File: config.mk
export PLATFORM = sky130hd
export DESIGN_NAME = bsc_boundary_scan
export DESIGN_NICKNAME = d
export VERILOG_FILES = /design/src/core/bsc_pkg.sv /design/src/core/bsc_sync.sv /design/src/core/bsc_boundary_scan.sv
export SDC_FILE = /design/constraint.sdc
export NUM_CORES = 1
export LEC_CHECK = 0
export ABC_AREA = 1
export BUFFER_PORTS_ARGS = -buffer_cell sky130_fd_sc_hd__buf_4
export CAP_MARGIN = 20
export CORE_MARGIN = 2
export CORE_UTILIZATION = 60
export DETAILED_ROUTE_END_ITERATION = 10
export PLACE_DENSITY = 0.84
export REMOVE_ABC_BUFFERS = 1
export SYNTH_ARGS = -nofsm -noshare
export SYNTH_HDL_FRONTEND = slang
export SYNTH_SLANG_ARGS = --single-unit
File: constraint.sdc
create_clock -name clock -period 2.2 [get_ports clock]
set_input_delay 0.22 -clock clock [delete_from_list [all_inputs] [get_ports clock]]
set_output_delay 0.22 -clock clock [all_outputs]
set_load 0.05 [all_outputs]
File: src/core/bsc_pkg.sv
package bsc_pkg;

	// pin count and per-pin cell layout: pull-up, control, data
	localparam int BSC_NPINS = 8;
	localparam int PIN_PU = 0;
	localparam int PIN_OC = 1;
	localparam int PIN_ID = 2;
	localparam int PIN_CELLS = 3;

	// cells after the pin cells, offset from the first cell past the pin cells
	localparam int TAIL_RST_LOW = 0;
	localparam int TAIL_RST_HV = 1;
	localparam int TAIL_EXT_EN = 2;
	localparam int TAIL_EXT_CK = 3;
	localparam int TAIL_OSC_EN = 4;
	localparam int TAIL_OSC_CK = 5;
	localparam int TAIL_LF_EN = 6;
	localparam int TAIL_LF_CK = 7;
	localparam int TAIL_AC_OFF = 8;
	localparam int TAIL_AC_OUT = 9;
	localparam int TAIL_AC_MUX = 10;
	localparam int TAIL_AC_BG = 11;
	localparam int TAIL_LEN = 12;

	// scanned clock line level when the option is not used
	localparam logic EXT_CK_IDLE = 1'h0;
	localparam logic OSC_CK_IDLE = 1'h1;
	localparam logic LF_CK_IDLE = 1'h1;

	// reset value of every chain, update and output flop except padOe_n, which resets to its inverse
	localparam logic RST_BIT = 1'h0;

	// test access port state seen by the chain
	typedef struct packed {
		logic capture;
		logic shift;
		logic update;
		logic extest;
		logic sample;
	} bsc_tap_t;

	// oscillator and clock lines coming in from the pins
	typedef struct packed {
		logic extLine;
		logic crystal;
		logic lowFreq;
	} bsc_clk_t;

	function automatic int pinIdx(input int pin, input int field);
		return pin * PIN_CELLS + field;
	endfunction

endpackage

File: src/core/bsc_sync.sv
`timescale 1ns/1ns
module bsc_sync
	import bsc_pkg::*;
#(
	parameter int W = 1
) (
	input wire logic clock, // system clock
	input wire logic rstn, // async reset, active low
	input wire logic [W-1:0] asyncIn, // signals from outside the domain
	output logic [W-1:0] syncOut // second stage, safe to read
);

	logic [W-1:0] stage1;
	logic [W-1:0] next_stage1;
	logic [W-1:0] next_syncOut;

	// first stage feeds only the second
	always_comb begin
		next_stage1 = asyncIn;
		next_syncOut = stage1;
	end

	always_ff @(posedge clock or negedge rstn) begin
		if (!rstn) begin
			stage1 <= {W{RST_BIT}};
			syncOut <= {W{RST_BIT}};
		end else begin
			stage1 <= next_stage1;
			syncOut <= next_syncOut;
		end
	end
endmodule

File: src/core/bsc_boundary_scan.sv
`timescale 1ns/1ns
// Notes on behaviour
// - input data cell samples raw pin level
// - output data latch bit, control direction bit
// - pull-up is not-disable, not-direction, latch
// - alternate functions sit outside scanned pins
// - analog paths direct; cells on digital-analog signals
// - reset pin has two observe-only cells
// - oscillator enable general cell, clock observe-only
// - timer oscillator scanned like main oscillator
// - internal RC oscillator has no cell
// - unused clock lines read 0, 1, 1
// - oscillator enables are reachable in chain
// - four comparator signals have general cells
// - least significant bit shifted first
// - capture samples external pins on extest, sample
module bsc_boundary_scan
	import bsc_pkg::*;
#(
	parameter int NPINS = BSC_NPINS
) (
	input wire logic clock, // system clock
	input wire logic rstn, // async reset, active low
	input wire logic tck, // test clock, sampled
	input wire logic tdi, // test data in
	input wire bsc_tap_t tap, // tap state and instruction
	output logic tdo, // test data out
	input wire logic [NPINS-1:0] padIn, // pin levels
	output logic [NPINS-1:0] padOut, // pin drive value
	output logic [NPINS-1:0] padOe_n, // pin drive enable, low drives
	output logic [NPINS-1:0] padPullup, // pin pull-up on
	input wire logic [NPINS-1:0] outputLatchBit, // port latch
	input wire logic [NPINS-1:0] directionBit, // data direction
	input wire logic pullupGlobalDisable, // global pull-up off
	output logic [NPINS-1:0] pinInputRegister, // port input value
	input wire logic resetLowObserve, // reset pin, normal path
	input wire logic resetHighVoltObserve, // reset pin, 12V detect
	input wire bsc_clk_t clkIn, // clock lines from pins
	input wire logic extClockUsed, // fuse: external clock
	input wire logic crystalOscUsed, // fuse: crystal/resonator
	input wire logic lowFreqOscUsed, // fuse: timer crystal
	input wire logic extClockEnableSys, // enable from sleep logic
	input wire logic crystalOscEnableSys, // enable from sleep logic
	input wire logic lowFreqOscEnableSys, // enable from sleep logic
	output logic extClockEnable, // enable to clock input
	output logic crystalOscEnable, // enable to oscillator
	output logic lowFreqOscEnable, // enable to timer oscillator
	input wire logic comparatorOffSys, // from cpu
	input wire logic comparatorMuxSelectSys, // from cpu
	input wire logic comparatorBandgapSelectSys, // from cpu
	output logic comparatorOff, // to analog comparator
	output logic comparatorMuxSelect, // to analog comparator
	output logic comparatorBandgapSelect, // to analog comparator
	input wire logic comparatorOutputRaw, // from analog comparator
	output logic comparatorOutput // to cpu
);
	localparam int TB = NPINS * PIN_CELLS;
	localparam int CHAIN_LEN = TB + TAIL_LEN;
	localparam int SYNC_W = NPINS + 13;

	logic [SYNC_W-1:0] syncIn;
	logic [SYNC_W-1:0] syncOut;
	logic tckS;
	logic tdiS;
	bsc_tap_t tapS;
	logic [NPINS-1:0] padS;
	logic rstLowS;
	logic rstHvS;
	bsc_clk_t clkS;
	logic acOutS;

	logic tckD;
	logic [CHAIN_LEN-1:0] chain;
	logic [CHAIN_LEN-1:0] upd;
	logic next_tckD;
	logic [CHAIN_LEN-1:0] next_chain;
	logic [CHAIN_LEN-1:0] next_upd;
	logic next_tdo;

	logic tckRise;
	logic tckFall;
	logic chainSel;
	logic [CHAIN_LEN-1:0] capVec;
	logic [NPINS-1:0] pullNorm;
	logic [NPINS-1:0] updOd;
	logic [NPINS-1:0] updOc;
	logic [NPINS-1:0] updPu;

	logic [NPINS-1:0] next_padOut;
	logic [NPINS-1:0] next_padOe_n;
	logic [NPINS-1:0] next_padPullup;
	logic [NPINS-1:0] next_pinInputRegister;
	logic next_extClockEnable;
	logic next_crystalOscEnable;
	logic next_lowFreqOscEnable;
	logic next_comparatorOff;
	logic next_comparatorMuxSelect;
	logic next_comparatorBandgapSelect;
	logic next_comparatorOutput;

	// everything arriving from pins, the analog comparator or the test clock domain
	assign syncIn = {tck, tdi, tap, padIn, resetLowObserve,
		resetHighVoltObserve, clkIn, comparatorOutputRaw};

	bsc_sync #(
		.W(SYNC_W)
	) u_sync (
		.clock(clock),
		.rstn(rstn),
		.asyncIn(syncIn),
		.syncOut(syncOut)
	);

	assign {tckS, tdiS, tapS, padS, rstLowS, rstHvS, clkS, acOutS} = syncOut;

	assign tckRise = tckS & ~tckD;
	assign tckFall = ~tckS & tckD;
	assign chainSel = tapS.extest | tapS.sample;
	assign pullNorm = ~{NPINS{pullupGlobalDisable}} & ~directionBit
		& outputLatchBit;

	// capture vector and update fields per pin
	always_comb begin
		capVec = {CHAIN_LEN{RST_BIT}};
		updOd = {NPINS{RST_BIT}};
		updOc = {NPINS{RST_BIT}};
		updPu = {NPINS{RST_BIT}};
		for (int i = 0; i < NPINS; i++) begin
			capVec[pinIdx(i, PIN_PU)] = padPullup[i];
			capVec[pinIdx(i, PIN_OC)] = ~padOe_n[i];
			// raw pin, not the port input register
			capVec[pinIdx(i, PIN_ID)] = padS[i];
			updPu[i] = upd[pinIdx(i, PIN_PU)];
			updOc[i] = upd[pinIdx(i, PIN_OC)];
			updOd[i] = upd[pinIdx(i, PIN_ID)];
		end
		capVec[TB + TAIL_RST_LOW] = rstLowS;
		capVec[TB + TAIL_RST_HV] = rstHvS;
		// internal RC oscillator has no cell here
		capVec[TB + TAIL_EXT_EN] = extClockEnable;
		capVec[TB + TAIL_EXT_CK] = extClockUsed ? clkS.extLine
			: EXT_CK_IDLE;
		capVec[TB + TAIL_OSC_EN] = crystalOscEnable;
		capVec[TB + TAIL_OSC_CK] = crystalOscUsed ? clkS.crystal
			: OSC_CK_IDLE;
		capVec[TB + TAIL_LF_EN] = lowFreqOscEnable;
		capVec[TB + TAIL_LF_CK] = lowFreqOscUsed ? clkS.lowFreq
			: LF_CK_IDLE;
		capVec[TB + TAIL_AC_OFF] = comparatorOff;
		capVec[TB + TAIL_AC_OUT] = acOutS;
		capVec[TB + TAIL_AC_MUX] = comparatorMuxSelect;
		capVec[TB + TAIL_AC_BG] = comparatorBandgapSelect;
	end

	// chain: capture and shift on tck rise, update and tdo on tck fall
	always_comb begin
		next_tckD = tckS;
		next_chain = chain;
		next_upd = upd;
		next_tdo = tdo;
		if (tckRise && chainSel) begin
			if (tapS.capture) begin
				next_chain = capVec;
			end else if (tapS.shift) begin
				next_chain = {tdiS, chain[CHAIN_LEN-1:1]};
			end
		end
		if (tckFall && chainSel) begin
			if (tapS.update) begin
				next_upd = chain;
			end
			if (tapS.shift) begin
				next_tdo = chain[0];
			end
		end
	end

	// outputs except pinInputRegister: update cells drive under extest, system logic (comparatorOutput: the analog comparator) otherwise
	always_comb begin
		next_pinInputRegister = padS;
		if (tapS.extest) begin
			next_padOut = updOd;
			next_padOe_n = ~updOc;
			next_padPullup = updPu & ~updOc;
			next_extClockEnable = upd[TB + TAIL_EXT_EN];
			next_crystalOscEnable = upd[TB + TAIL_OSC_EN];
			next_lowFreqOscEnable = upd[TB + TAIL_LF_EN];
			next_comparatorOff = upd[TB + TAIL_AC_OFF];
			next_comparatorMuxSelect = upd[TB + TAIL_AC_MUX];
			next_comparatorBandgapSelect = upd[TB + TAIL_AC_BG];
			next_comparatorOutput = upd[TB + TAIL_AC_OUT];
		end else begin
			next_padOut = outputLatchBit;
			next_padOe_n = ~directionBit;
			next_padPullup = pullNorm;
			next_extClockEnable = extClockEnableSys;
			next_crystalOscEnable = crystalOscEnableSys;
			next_lowFreqOscEnable = lowFreqOscEnableSys;
			next_comparatorOff = comparatorOffSys;
			next_comparatorMuxSelect = comparatorMuxSelectSys;
			next_comparatorBandgapSelect = comparatorBandgapSelectSys;
			next_comparatorOutput = acOutS;
		end
	end

	always_ff @(posedge clock or negedge rstn) begin
		if (!rstn) begin
			tckD <= RST_BIT;
			chain <= {CHAIN_LEN{RST_BIT}};
			upd <= {CHAIN_LEN{RST_BIT}};
			tdo <= RST_BIT;
			padOut <= {NPINS{RST_BIT}};
			padOe_n <= {NPINS{~RST_BIT}};
			padPullup <= {NPINS{RST_BIT}};
			pinInputRegister <= {NPINS{RST_BIT}};
			extClockEnable <= RST_BIT;
			crystalOscEnable <= RST_BIT;
			lowFreqOscEnable <= RST_BIT;
			comparatorOff <= RST_BIT;
			comparatorMuxSelect <= RST_BIT;
			comparatorBandgapSelect <= RST_BIT;
			comparatorOutput <= RST_BIT;
		end else begin
			tckD <= next_tckD;
			chain <= next_chain;
			upd <= next_upd;
			tdo <= next_tdo;
			padOut <= next_padOut;
			padOe_n <= next_padOe_n;
			padPullup <= next_padPullup;
			pinInputRegister <= next_pinInputRegister;
			extClockEnable <= next_extClockEnable;
			crystalOscEnable <= next_crystalOscEnable;
			lowFreqOscEnable <= next_lowFreqOscEnable;
			comparatorOff <= next_comparatorOff;
			comparatorMuxSelect <= next_comparatorMuxSelect;
			comparatorBandgapSelect <= next_comparatorBandgapSelect;
			comparatorOutput <= next_comparatorOutput;
		end
	end

	property p_pin_capture;
		@(posedge clock) disable iff (!rstn)
		(tckRise && chainSel && tapS.capture)
			|=> chain[pinIdx(0, PIN_ID)] == $past(padS[0]);
	endproperty
	a_pin_capture: assert property (p_pin_capture)
		else $error("pin data cell did not capture pin level");

	property p_normal_drive;
		@(posedge clock) disable iff (!rstn)
		!tapS.extest |=> (padOut == $past(outputLatchBit))
			&& (padOe_n == ~$past(directionBit));
	endproperty
	a_normal_drive: assert property (p_normal_drive)
		else $error("pin drive does not follow latch and direction");

	property p_extest_drive;
		@(posedge clock) disable iff (!rstn)
		tapS.extest |=> (padOe_n == ~$past(updOc))
			&& (padOut == $past(updOd));
	endproperty
	a_extest_drive: assert property (p_extest_drive)
		else $error("pin drive does not follow update cells");

	property p_pullup;
		@(posedge clock) disable iff (!rstn)
		!tapS.extest |=> padPullup == (~$past(directionBit)
			& ~{NPINS{$past(pullupGlobalDisable)}} & $past(outputLatchBit));
	endproperty
	a_pullup: assert property (p_pullup)
		else $error("pull-up enable expression wrong");

	property p_shift_lsb;
		@(posedge clock) disable iff (!rstn)
		(tckRise && chainSel && !tapS.capture && tapS.shift)
			|=> chain[0] == $past(chain[1])
			&& chain[CHAIN_LEN-1] == $past(tdiS);
	endproperty
	a_shift_lsb: assert property (p_shift_lsb)
		else $error("chain did not shift toward bit zero");

	property p_tdo_lsb;
		@(posedge clock) disable iff (!rstn)
		(tckFall && chainSel && tapS.shift) |=> tdo == $past(chain[0]);
	endproperty
	a_tdo_lsb: assert property (p_tdo_lsb)
		else $error("tdo is not chain bit zero");

	property p_ext_idle;
		@(posedge clock) disable iff (!rstn)
		(tckRise && chainSel && tapS.capture && !extClockUsed)
			|=> chain[TB + TAIL_EXT_CK] == 1'h0;
	endproperty
	a_ext_idle: assert property (p_ext_idle)
		else $error("unused external clock line not read as 0");

	property p_osc_idle;
		@(posedge clock) disable iff (!rstn)
		(tckRise && chainSel && tapS.capture && !crystalOscUsed
			&& !lowFreqOscUsed)
			|=> chain[TB + TAIL_OSC_CK] && chain[TB + TAIL_LF_CK];
	endproperty
	a_osc_idle: assert property (p_osc_idle)
		else $error("unused oscillator clock lines not read as 1");

	property p_reset_observe;
		@(posedge clock) disable iff (!rstn)
		(tckRise && chainSel && tapS.capture)
			|=> chain[TB + TAIL_RST_LOW] == $past(rstLowS)
			&& chain[TB + TAIL_RST_HV] == $past(rstHvS);
	endproperty
	a_reset_observe: assert property (p_reset_observe)
		else $error("reset observe cells did not capture");

	property p_osc_enable;
		@(posedge clock) disable iff (!rstn)
		tapS.extest |=> crystalOscEnable == $past(upd[TB + TAIL_OSC_EN])
			&& lowFreqOscEnable == $past(upd[TB + TAIL_LF_EN]);
	endproperty
	a_osc_enable: assert property (p_osc_enable)
		else $error("oscillator enable not driven from update cell");

	property p_comparator;
		@(posedge clock) disable iff (!rstn)
		tapS.extest |=> comparatorOff == $past(upd[TB + TAIL_AC_OFF])
			&& comparatorOutput == $past(upd[TB + TAIL_AC_OUT]);
	endproperty
	a_comparator: assert property (p_comparator)
		else $error("comparator cells not driving under extest");
endmodule

==> run_results.csv, run 1 <==
group,metric,value,unit
outcome,status,"complete, no violations",
clock_tree,cts_tree,"yes",
run,drv_cap,0,
cells_and_area,drive_gt1_share,20.05,%
synthesis,yosysSeqAreaShare,65.39,%
critical_path,crit_type,"flop to flop",
synthesis,synth_top_area_cell,"dfrtp_1",
timing,post-route-min-period,2.024,ns
hold_path,holdPathStages,5,
synthesis,synth_top_area_share,61.74,%
floorplanning,coreArea,0.009284,mm²
synthesis,ys_seq_elements,150,
route,firstDrtPassIters,6,
critical_path,reg2reg_depth,6,
synthesis,synth_cells,621,
floorplanning,rows,35,
timing,finClkSkew,0.008760,ns
critical_path,worst_path_max_delay_cell,"nor2_4",
floorplanning,die_w,101.9,µm
cells_and_area,multi_input_area,0.001715,mm²
route,vias,4718,
critical_path,ff2ff_setup_slack,0.18,ns
hold_path,hold_end,"chain[27]",
timing,fmax,0.4940,GHz
critical_path,worst_path_largest_cell_delay,0.64,ns
floorplanning,io_pins,89,
synthesis,synthFlopType,"dfrtp_1",
critical_path,r2r_start,"tckD",
hold_path,min_path_type,"primary input to flop",
timing,setup_viol,0,
critical_path,endpoint_kind,"flop",
floorplanning,die_h,101.9,µm
clock_tree,clk_pin_slew,0.06,ns
route,vias_per_cell,5.319,
place,dp_hpwl,7529,µm
route,drt-initial-drc-count,436,
grt,grt_remaining_overflow,0,
clock_tree,cts_buffer_depth,2,
timing,hold-worst-slack,0.05647,ns
synthesis,synthTopCellsByArea,"dfrtp_1 (62%), nand2_1 (20%), nand3_1 (5.8%)",
cells_and_area,fill_cells,530,
critical_path,crit_path_cell_trace,"inv_1 -> nand2_1 -> nor2_4 -> nand2_4 -> nand2_1 -> nand2_1",
power_and_ir_drop,finalPower,7.848,mW
timing,maxSlewHeadroom,44.56,%
cells_and_area,seq_area,0.003764,mm²
clock_tree,clock_sinks,150,
clock_tree,cts_root_buf,"clkbuf_8",
clock_tree,cts.htree.levels,4,
synthesis,syn_avg_cell_area,9.268,µm²
synthesis,async_reset_ff_share,100.0,%
grt,grt_use_total,28.29,%
synthesis,syn_area,0.005756,mm²
critical_path,arrival,2.44,ns
timing,fin_crit_sh,92.00,%
floorplanning,initial_core_util,61.99,%
critical_path,required,2.62,ns
synthesis,synth_edf_count,0,
clock_tree,cts_made_buffers,17,
synthesis,synth_cell_types,16,
clock_tree,cts_setup_buffers,0,
power_and_ir_drop,leakage,4.047,nW
grt,grt_first_pass_wirelength,22280,µm
critical_path,cp_num_buf_inv,1,
timing,tightest_slew,0.8296,ns
synthesis,ys_warn_count,0,
floorplanning,die_area,0.01039,mm²
critical_path,start_kind,"flop",
cells_and_area,areaGrowthSynthToFinish,31.65,%
timing,finalHoldViolations,0,
critical_path,crit_family,"simple AND/OR/NAND/NOR gates",
timing,grt_setup_unrepaired,"no",
power_and_ir_drop,powerDensity,1036,mW/mm²
route,drc_errors,0,
critical_path,cpMostUsedCell,"nand2_1",
critical_path,reg2reg_to,"chain[22]",
route,routed_wl,13880,µm
grt,grt_max_degree,64,
cells_and_area,final_nets,794,
timing,slew_violations,0,
clock_tree,worstSkewPairLatency,0.53,ns
cells_and_area,final_core_util,81.62,%
power_and_ir_drop,ir_drop,652.6,µV
grt,antenna_found_initial,0,
route,avgRoutedWirePerCell,15.64,µm
place,place.gp.congestion,0.8305,
place,port_buffers,88,
hold_path,hp-start,"extClockUsed",
cells_and_area,n_antenna_cell,0,
critical_path,cp_max_fo,36,
grt,grt_pass1_vias,4723,
route,ant_nets,0,
[cells in the final DEF (no fill, tap or decap), drive strengths merged]
| cell type | netlist | final |
|---|---|---|
| clkinv | 0 | 1 |
| or2 | 8 | 8 |
| clkinvlp | 0 | 3 |
| dfrtp | 142 | 142 |
| nor2 | 13 | 13 |
| nand3 | 67 | 67 |
| buf | 33 | 99 |
| nand2 | 310 | 310 |
| dlygate4sd3 | 0 | 44 |
| inv | 17 | 21 |
| bufinv | 0 | 5 |
| dfstp | 8 | 8 |
| o21ai | 18 | 18 |
| clkbuf | 5 | 19 |
[cell families (layout without fill, tap and decap cells)]
| group | count (synthesis) | after routing | synth area share [%] |
|---|---|---|---|
| buffers and inverters | 55 | 192 | 4.891 |
| AND/OR/NAND/NOR | 398 | 398 | 28.15 |
| flip-flops | 150 | 150 | 65.39 |
| AO/OA/AOI/OAI | 18 | 18 | 1.565 |
[Yosys cell counts (2+ instances only)]
library cell	count
o21ai_0	18
or2_2	8
dfrtp_1	142
nor2_4	2
buf_2	18
clkbuf_1	5
dfstp_2	8
nand3_1	67
nand2_2	2
inv_1	16
nor2_1	10
nand2_1	308
buf_4	14
[where the power goes]
part           internal (mW)  switching (mW)
clock                   2.00            1.16
sequential              3.17           0.257
combinational          0.440           0.816
total                   5.61            2.24
[layer usage]
| metal | global-route usage, % | share of wire [%] |
|---|---|---|
| met5 | 0 | 0 |
| met3 | 5.746 | 7.1 |
| met4 | 10.05 | 2.1 |
| met1 | 34.19 | 38 |
| met2 | 50.66 | 53 |
[worst register-to-register path, delay by kind of cell, from the launching register on]
family                 cells  cell delay, ns
buffers and inverters      1            0.07
DFF                        1            0.39
and+or+nand+nor            5            1.46
[sequential cells by signal, summed over array words and instances, names as in the netlist]
register,cells
padOe_n,8
chain,36
tckD,1
comparatorOutput,1
pinInputRegister,8
lowFreqOscEnable,1
extClockEnable,1
tdo,1
comparatorOff,1
crystalOscEnable,1
u_sync.syncOut,21
comparatorBandgapSelect,1
comparatorMuxSelect,1
u_sync.next_syncOut,21
upd,31
padPullup,8
padOut,8
[cell type report]
class,count,share of cell area (%)
Timing Repair Buffer,143,16.17
Tap cell,129,2.130
Inverter,17,0.8421
Multi-Input combinational cell,416,22.64
Clock buffer,19,5.697
Sequential cell,150,49.67
Clock inverter,13,2.857
[timing repair]
item / in CTS / in global routing
hold endpoints to repair: 107 / 0
endpoints found under the setup margin: 2 / 0
hold buffers: 44 / 0
resized for setup: 1 / 0
[worst max-delay path by stage]
stage / start / endpoint / slack [ns] / cells after the start
after floorplan: u_sync.syncOut[18] / chain[27] / -0.15 / 5
after global placement: tckD / chain[27] / 0.12 / 6
after detailed placement: tckD / chain[17] / 0.03 / 6
after CTS: tckD / chain[22] / 0.22 / 6
after global routing: tckD / chain[30] / 0.04 / 6
final: tckD / chain[22] / 0.18 / 6
[metrics by stage]
stage	instances	setup WS (ns)	setup TNS, ns	area [µm²]
3_5_place_dp	811	0.03062	0	6484
4_1_cts	887	0.2211	0	7577
2_1_floorplan	583	-0.1547	-5.466	5538
6_report	887	0.1759	0	7577
5_1_grt	887	0.04380	0	7577
3_3_place_gp	811	0.1206	0	6484
(Power assumes the default switching activity.)
==> inputs of run 2 (changes only) <==
--- a/config.mk
+++ b/config.mk
@@ -8,7 +8,7 @@
 export ABC_AREA = 1
 export BUFFER_PORTS_ARGS = -buffer_cell sky130_fd_sc_hd__buf_4
 export CAP_MARGIN = 20
-export CORE_MARGIN = 2
+export CORE_MARGIN = 1.5
 export CORE_UTILIZATION = 60
 export DETAILED_ROUTE_END_ITERATION = 10
 export PLACE_DENSITY = 0.84
==> run_results.csv, run 2 (synthesis results as in run 1) <==
group,metric,value,unit
critical_path,r2r_start,"tckD",
timing,fin_crit_sh,82.05,%
route,ant_nets,0,
grt,grt_pass1_vias,4813,
floorplanning,coreArea,0.009284,mm²
route,drc_errors,0,
power_and_ir_drop,finalPower,7.886,mW
critical_path,endpoint_kind,"flop",
cells_and_area,final_cell_mix,"nand2_1 (308), dfrtp_1 (142), buf_4 (97)",
place,post_dp_cell_area,0.006479,mm²
critical_path,cp_max_fo,36,
timing,maxSlewHeadroom,37.06,%
hold_path,hold_end,"chain[27]",
timing,finalHoldViolations,0,
route,firstDrtPassIters,8,
timing,tightest_slew,0.9431,ns
cells_and_area,fill_cells,522,
hold_path,min_path_type,"primary input to flop",
clock_tree,cts.htree.levels,4,
hold_path,hp-start,"extClockUsed",
grt,grt_use_total,29.88,%
grt,grt_first_pass_wirelength,22960,µm
timing,grt_setup_unrepaired,"no",
critical_path,required,2.60,ns
floorplanning,die_w,100.9,µm
place,place_worst_setup_slack,0.03167,ns
place,place.gp.congestion,0.8160,
critical_path,start_kind,"flop",
hold_path,holdPathStages,5,
cells_and_area,n_antenna_cell,0,
route,vias,4804,
floorplanning,io_pins,89,
grt,grt_max_degree,57,
power_and_ir_drop,powerDensity,1041,mW/mm²
clock_tree,cts_made_buffers,17,
critical_path,reg2reg_to,"chain[30]",
route,routed_wl,14290,µm
timing,fmax,0.5540,GHz
route,wirelength_met1,5601,µm
clock_tree,cts_tree,"yes",
cells_and_area,reg_top3,"chain (36), upd (31)",
timing,tns,0,ns
power_and_ir_drop,leakage,4.053,nW
critical_path,ff2ff_setup_slack,0.39,ns
clock_tree,clk_pin_slew,0.06,ns
cells_and_area,final_core_util,81.63,%
cells_and_area,final_common_cell,"nand2_1",
cells_and_area,final_nets,796,
timing,finClkSkew,0.009988,ns
clock_tree,cts_root_buf,"clkbuf_8",
route,drt-initial-drc-count,449,
outcome,status,"complete, no violations",
timing,slew_violations,0,
cells_and_area,top_register,"chain",
place,dp_hpwl,7509,µm
route,top_layer,"met4",
run,drv_cap,0,
timing,fin_ws,0.3948,ns
cells_and_area,drive_gt1_share,20.00,%
clock_tree,cts_buffer_depth,2,
place,port_buffers,88,
clock_tree,worstSkewPairLatency,0.52,ns
cells_and_area,areaGrowthSynthToFinish,31.67,%
power_and_ir_drop,ir_drop,810.0,µV
timing,setup_viol,0,
critical_path,reg2reg_depth,6,
route,wl_met2,7066,µm
floorplanning,die_h,100.9,µm
cells_and_area,fin_area,0.007579,mm²
floorplanning,rows,35,
grt,antenna_found_initial,0,
floorplanning,initial_core_util,61.99,%
route,met3_length,1166,µm
critical_path,crit_type,"flop to flop",
route,vias_per_cell,5.404,
grt,grt_remaining_overflow,0,
critical_path,arrival,2.21,ns
timing,post-route-min-period,1.805,ns
floorplanning,die_area,0.01019,mm²
route,avgRoutedWirePerCell,16.08,µm
clock_tree,clock_sinks,150,
cells_and_area,largest_reg_flops,36,
run 2: stage by stage:
step                hold slack, ns  std cells
floorplan                 -0.07559        583
global placement            0.2065        812
detailed placement          0.2142        812
CTS                        0.07687        888
global route               0.08635        889
finish                     0.08941        889
run 2: worst max path at each step:
stage	depth (start not counted)	end	startpoint
after detailed placement	6	chain[32]	tckD
after CTS	6	chain[30]	tckD
after floorplan	5	chain[27]	u_sync.syncOut[18]
after global placement	6	chain[6]	tckD
final	6	chain[30]	tckD
after global routing	6	chain[35]	tckD
run 2: timing repair:
| item | CTS | global route |
|---|---|---|
| gates cloned | 0 | 1 |
| gates resized for setup | 1 | 0 |
| endpoints found under the hold margin | 98 | 0 |
| hold buffers | 44 | 0 |
| setup endpoints to repair | 9 | 3 |
| setup buffers | 0 | 0 |
| pin swaps | 0 | 1 |
run 2: critical path, stage by stage, from the launching register on:
cell and delay, ns:
dfrtp_1 0.40, inv_1 0.06, nand2_1 0.13, nor2_4 0.44, nand2_4 0.38, nand2_1 0.18
nand2_1 0.08
run 2: area by class of cell:
class | count | area, µm² | share of cell area, %
well taps | 129 | 161.4 | 2.130
inverters | 17 | 63.81 | 0.8420
repair buffers | 144 | 1220 | 16.10
multi-input cells | 417 | 1722 | 22.72
clock inverters | 12 | 222.7 | 2.939
flip-flops and latches | 150 | 3764 | 49.66
clock buffers | 20 | 425.4 | 5.613
run 2: per-layer routing:
metal / global-route usage (%) / vias to the layer above
li1: - / 2177
met1: 39.10 / 2304
met2: 47.71 / 279
met3: 6.241 / 44
met4: 15.28 / 0
met5: 0 / -
run 2: power breakdown:
| group | internal (mW) | total, mW | switching (mW) | leakage [nW] |
|---|---|---|---|---|
| sequential | 3.17 | 3.44 | 0.269 | 1.87 |
| combinational | 0.440 | 1.27 | 0.832 | 1.87 |
| clock | 2.07 | 3.17 | 1.10 | 0.310 |
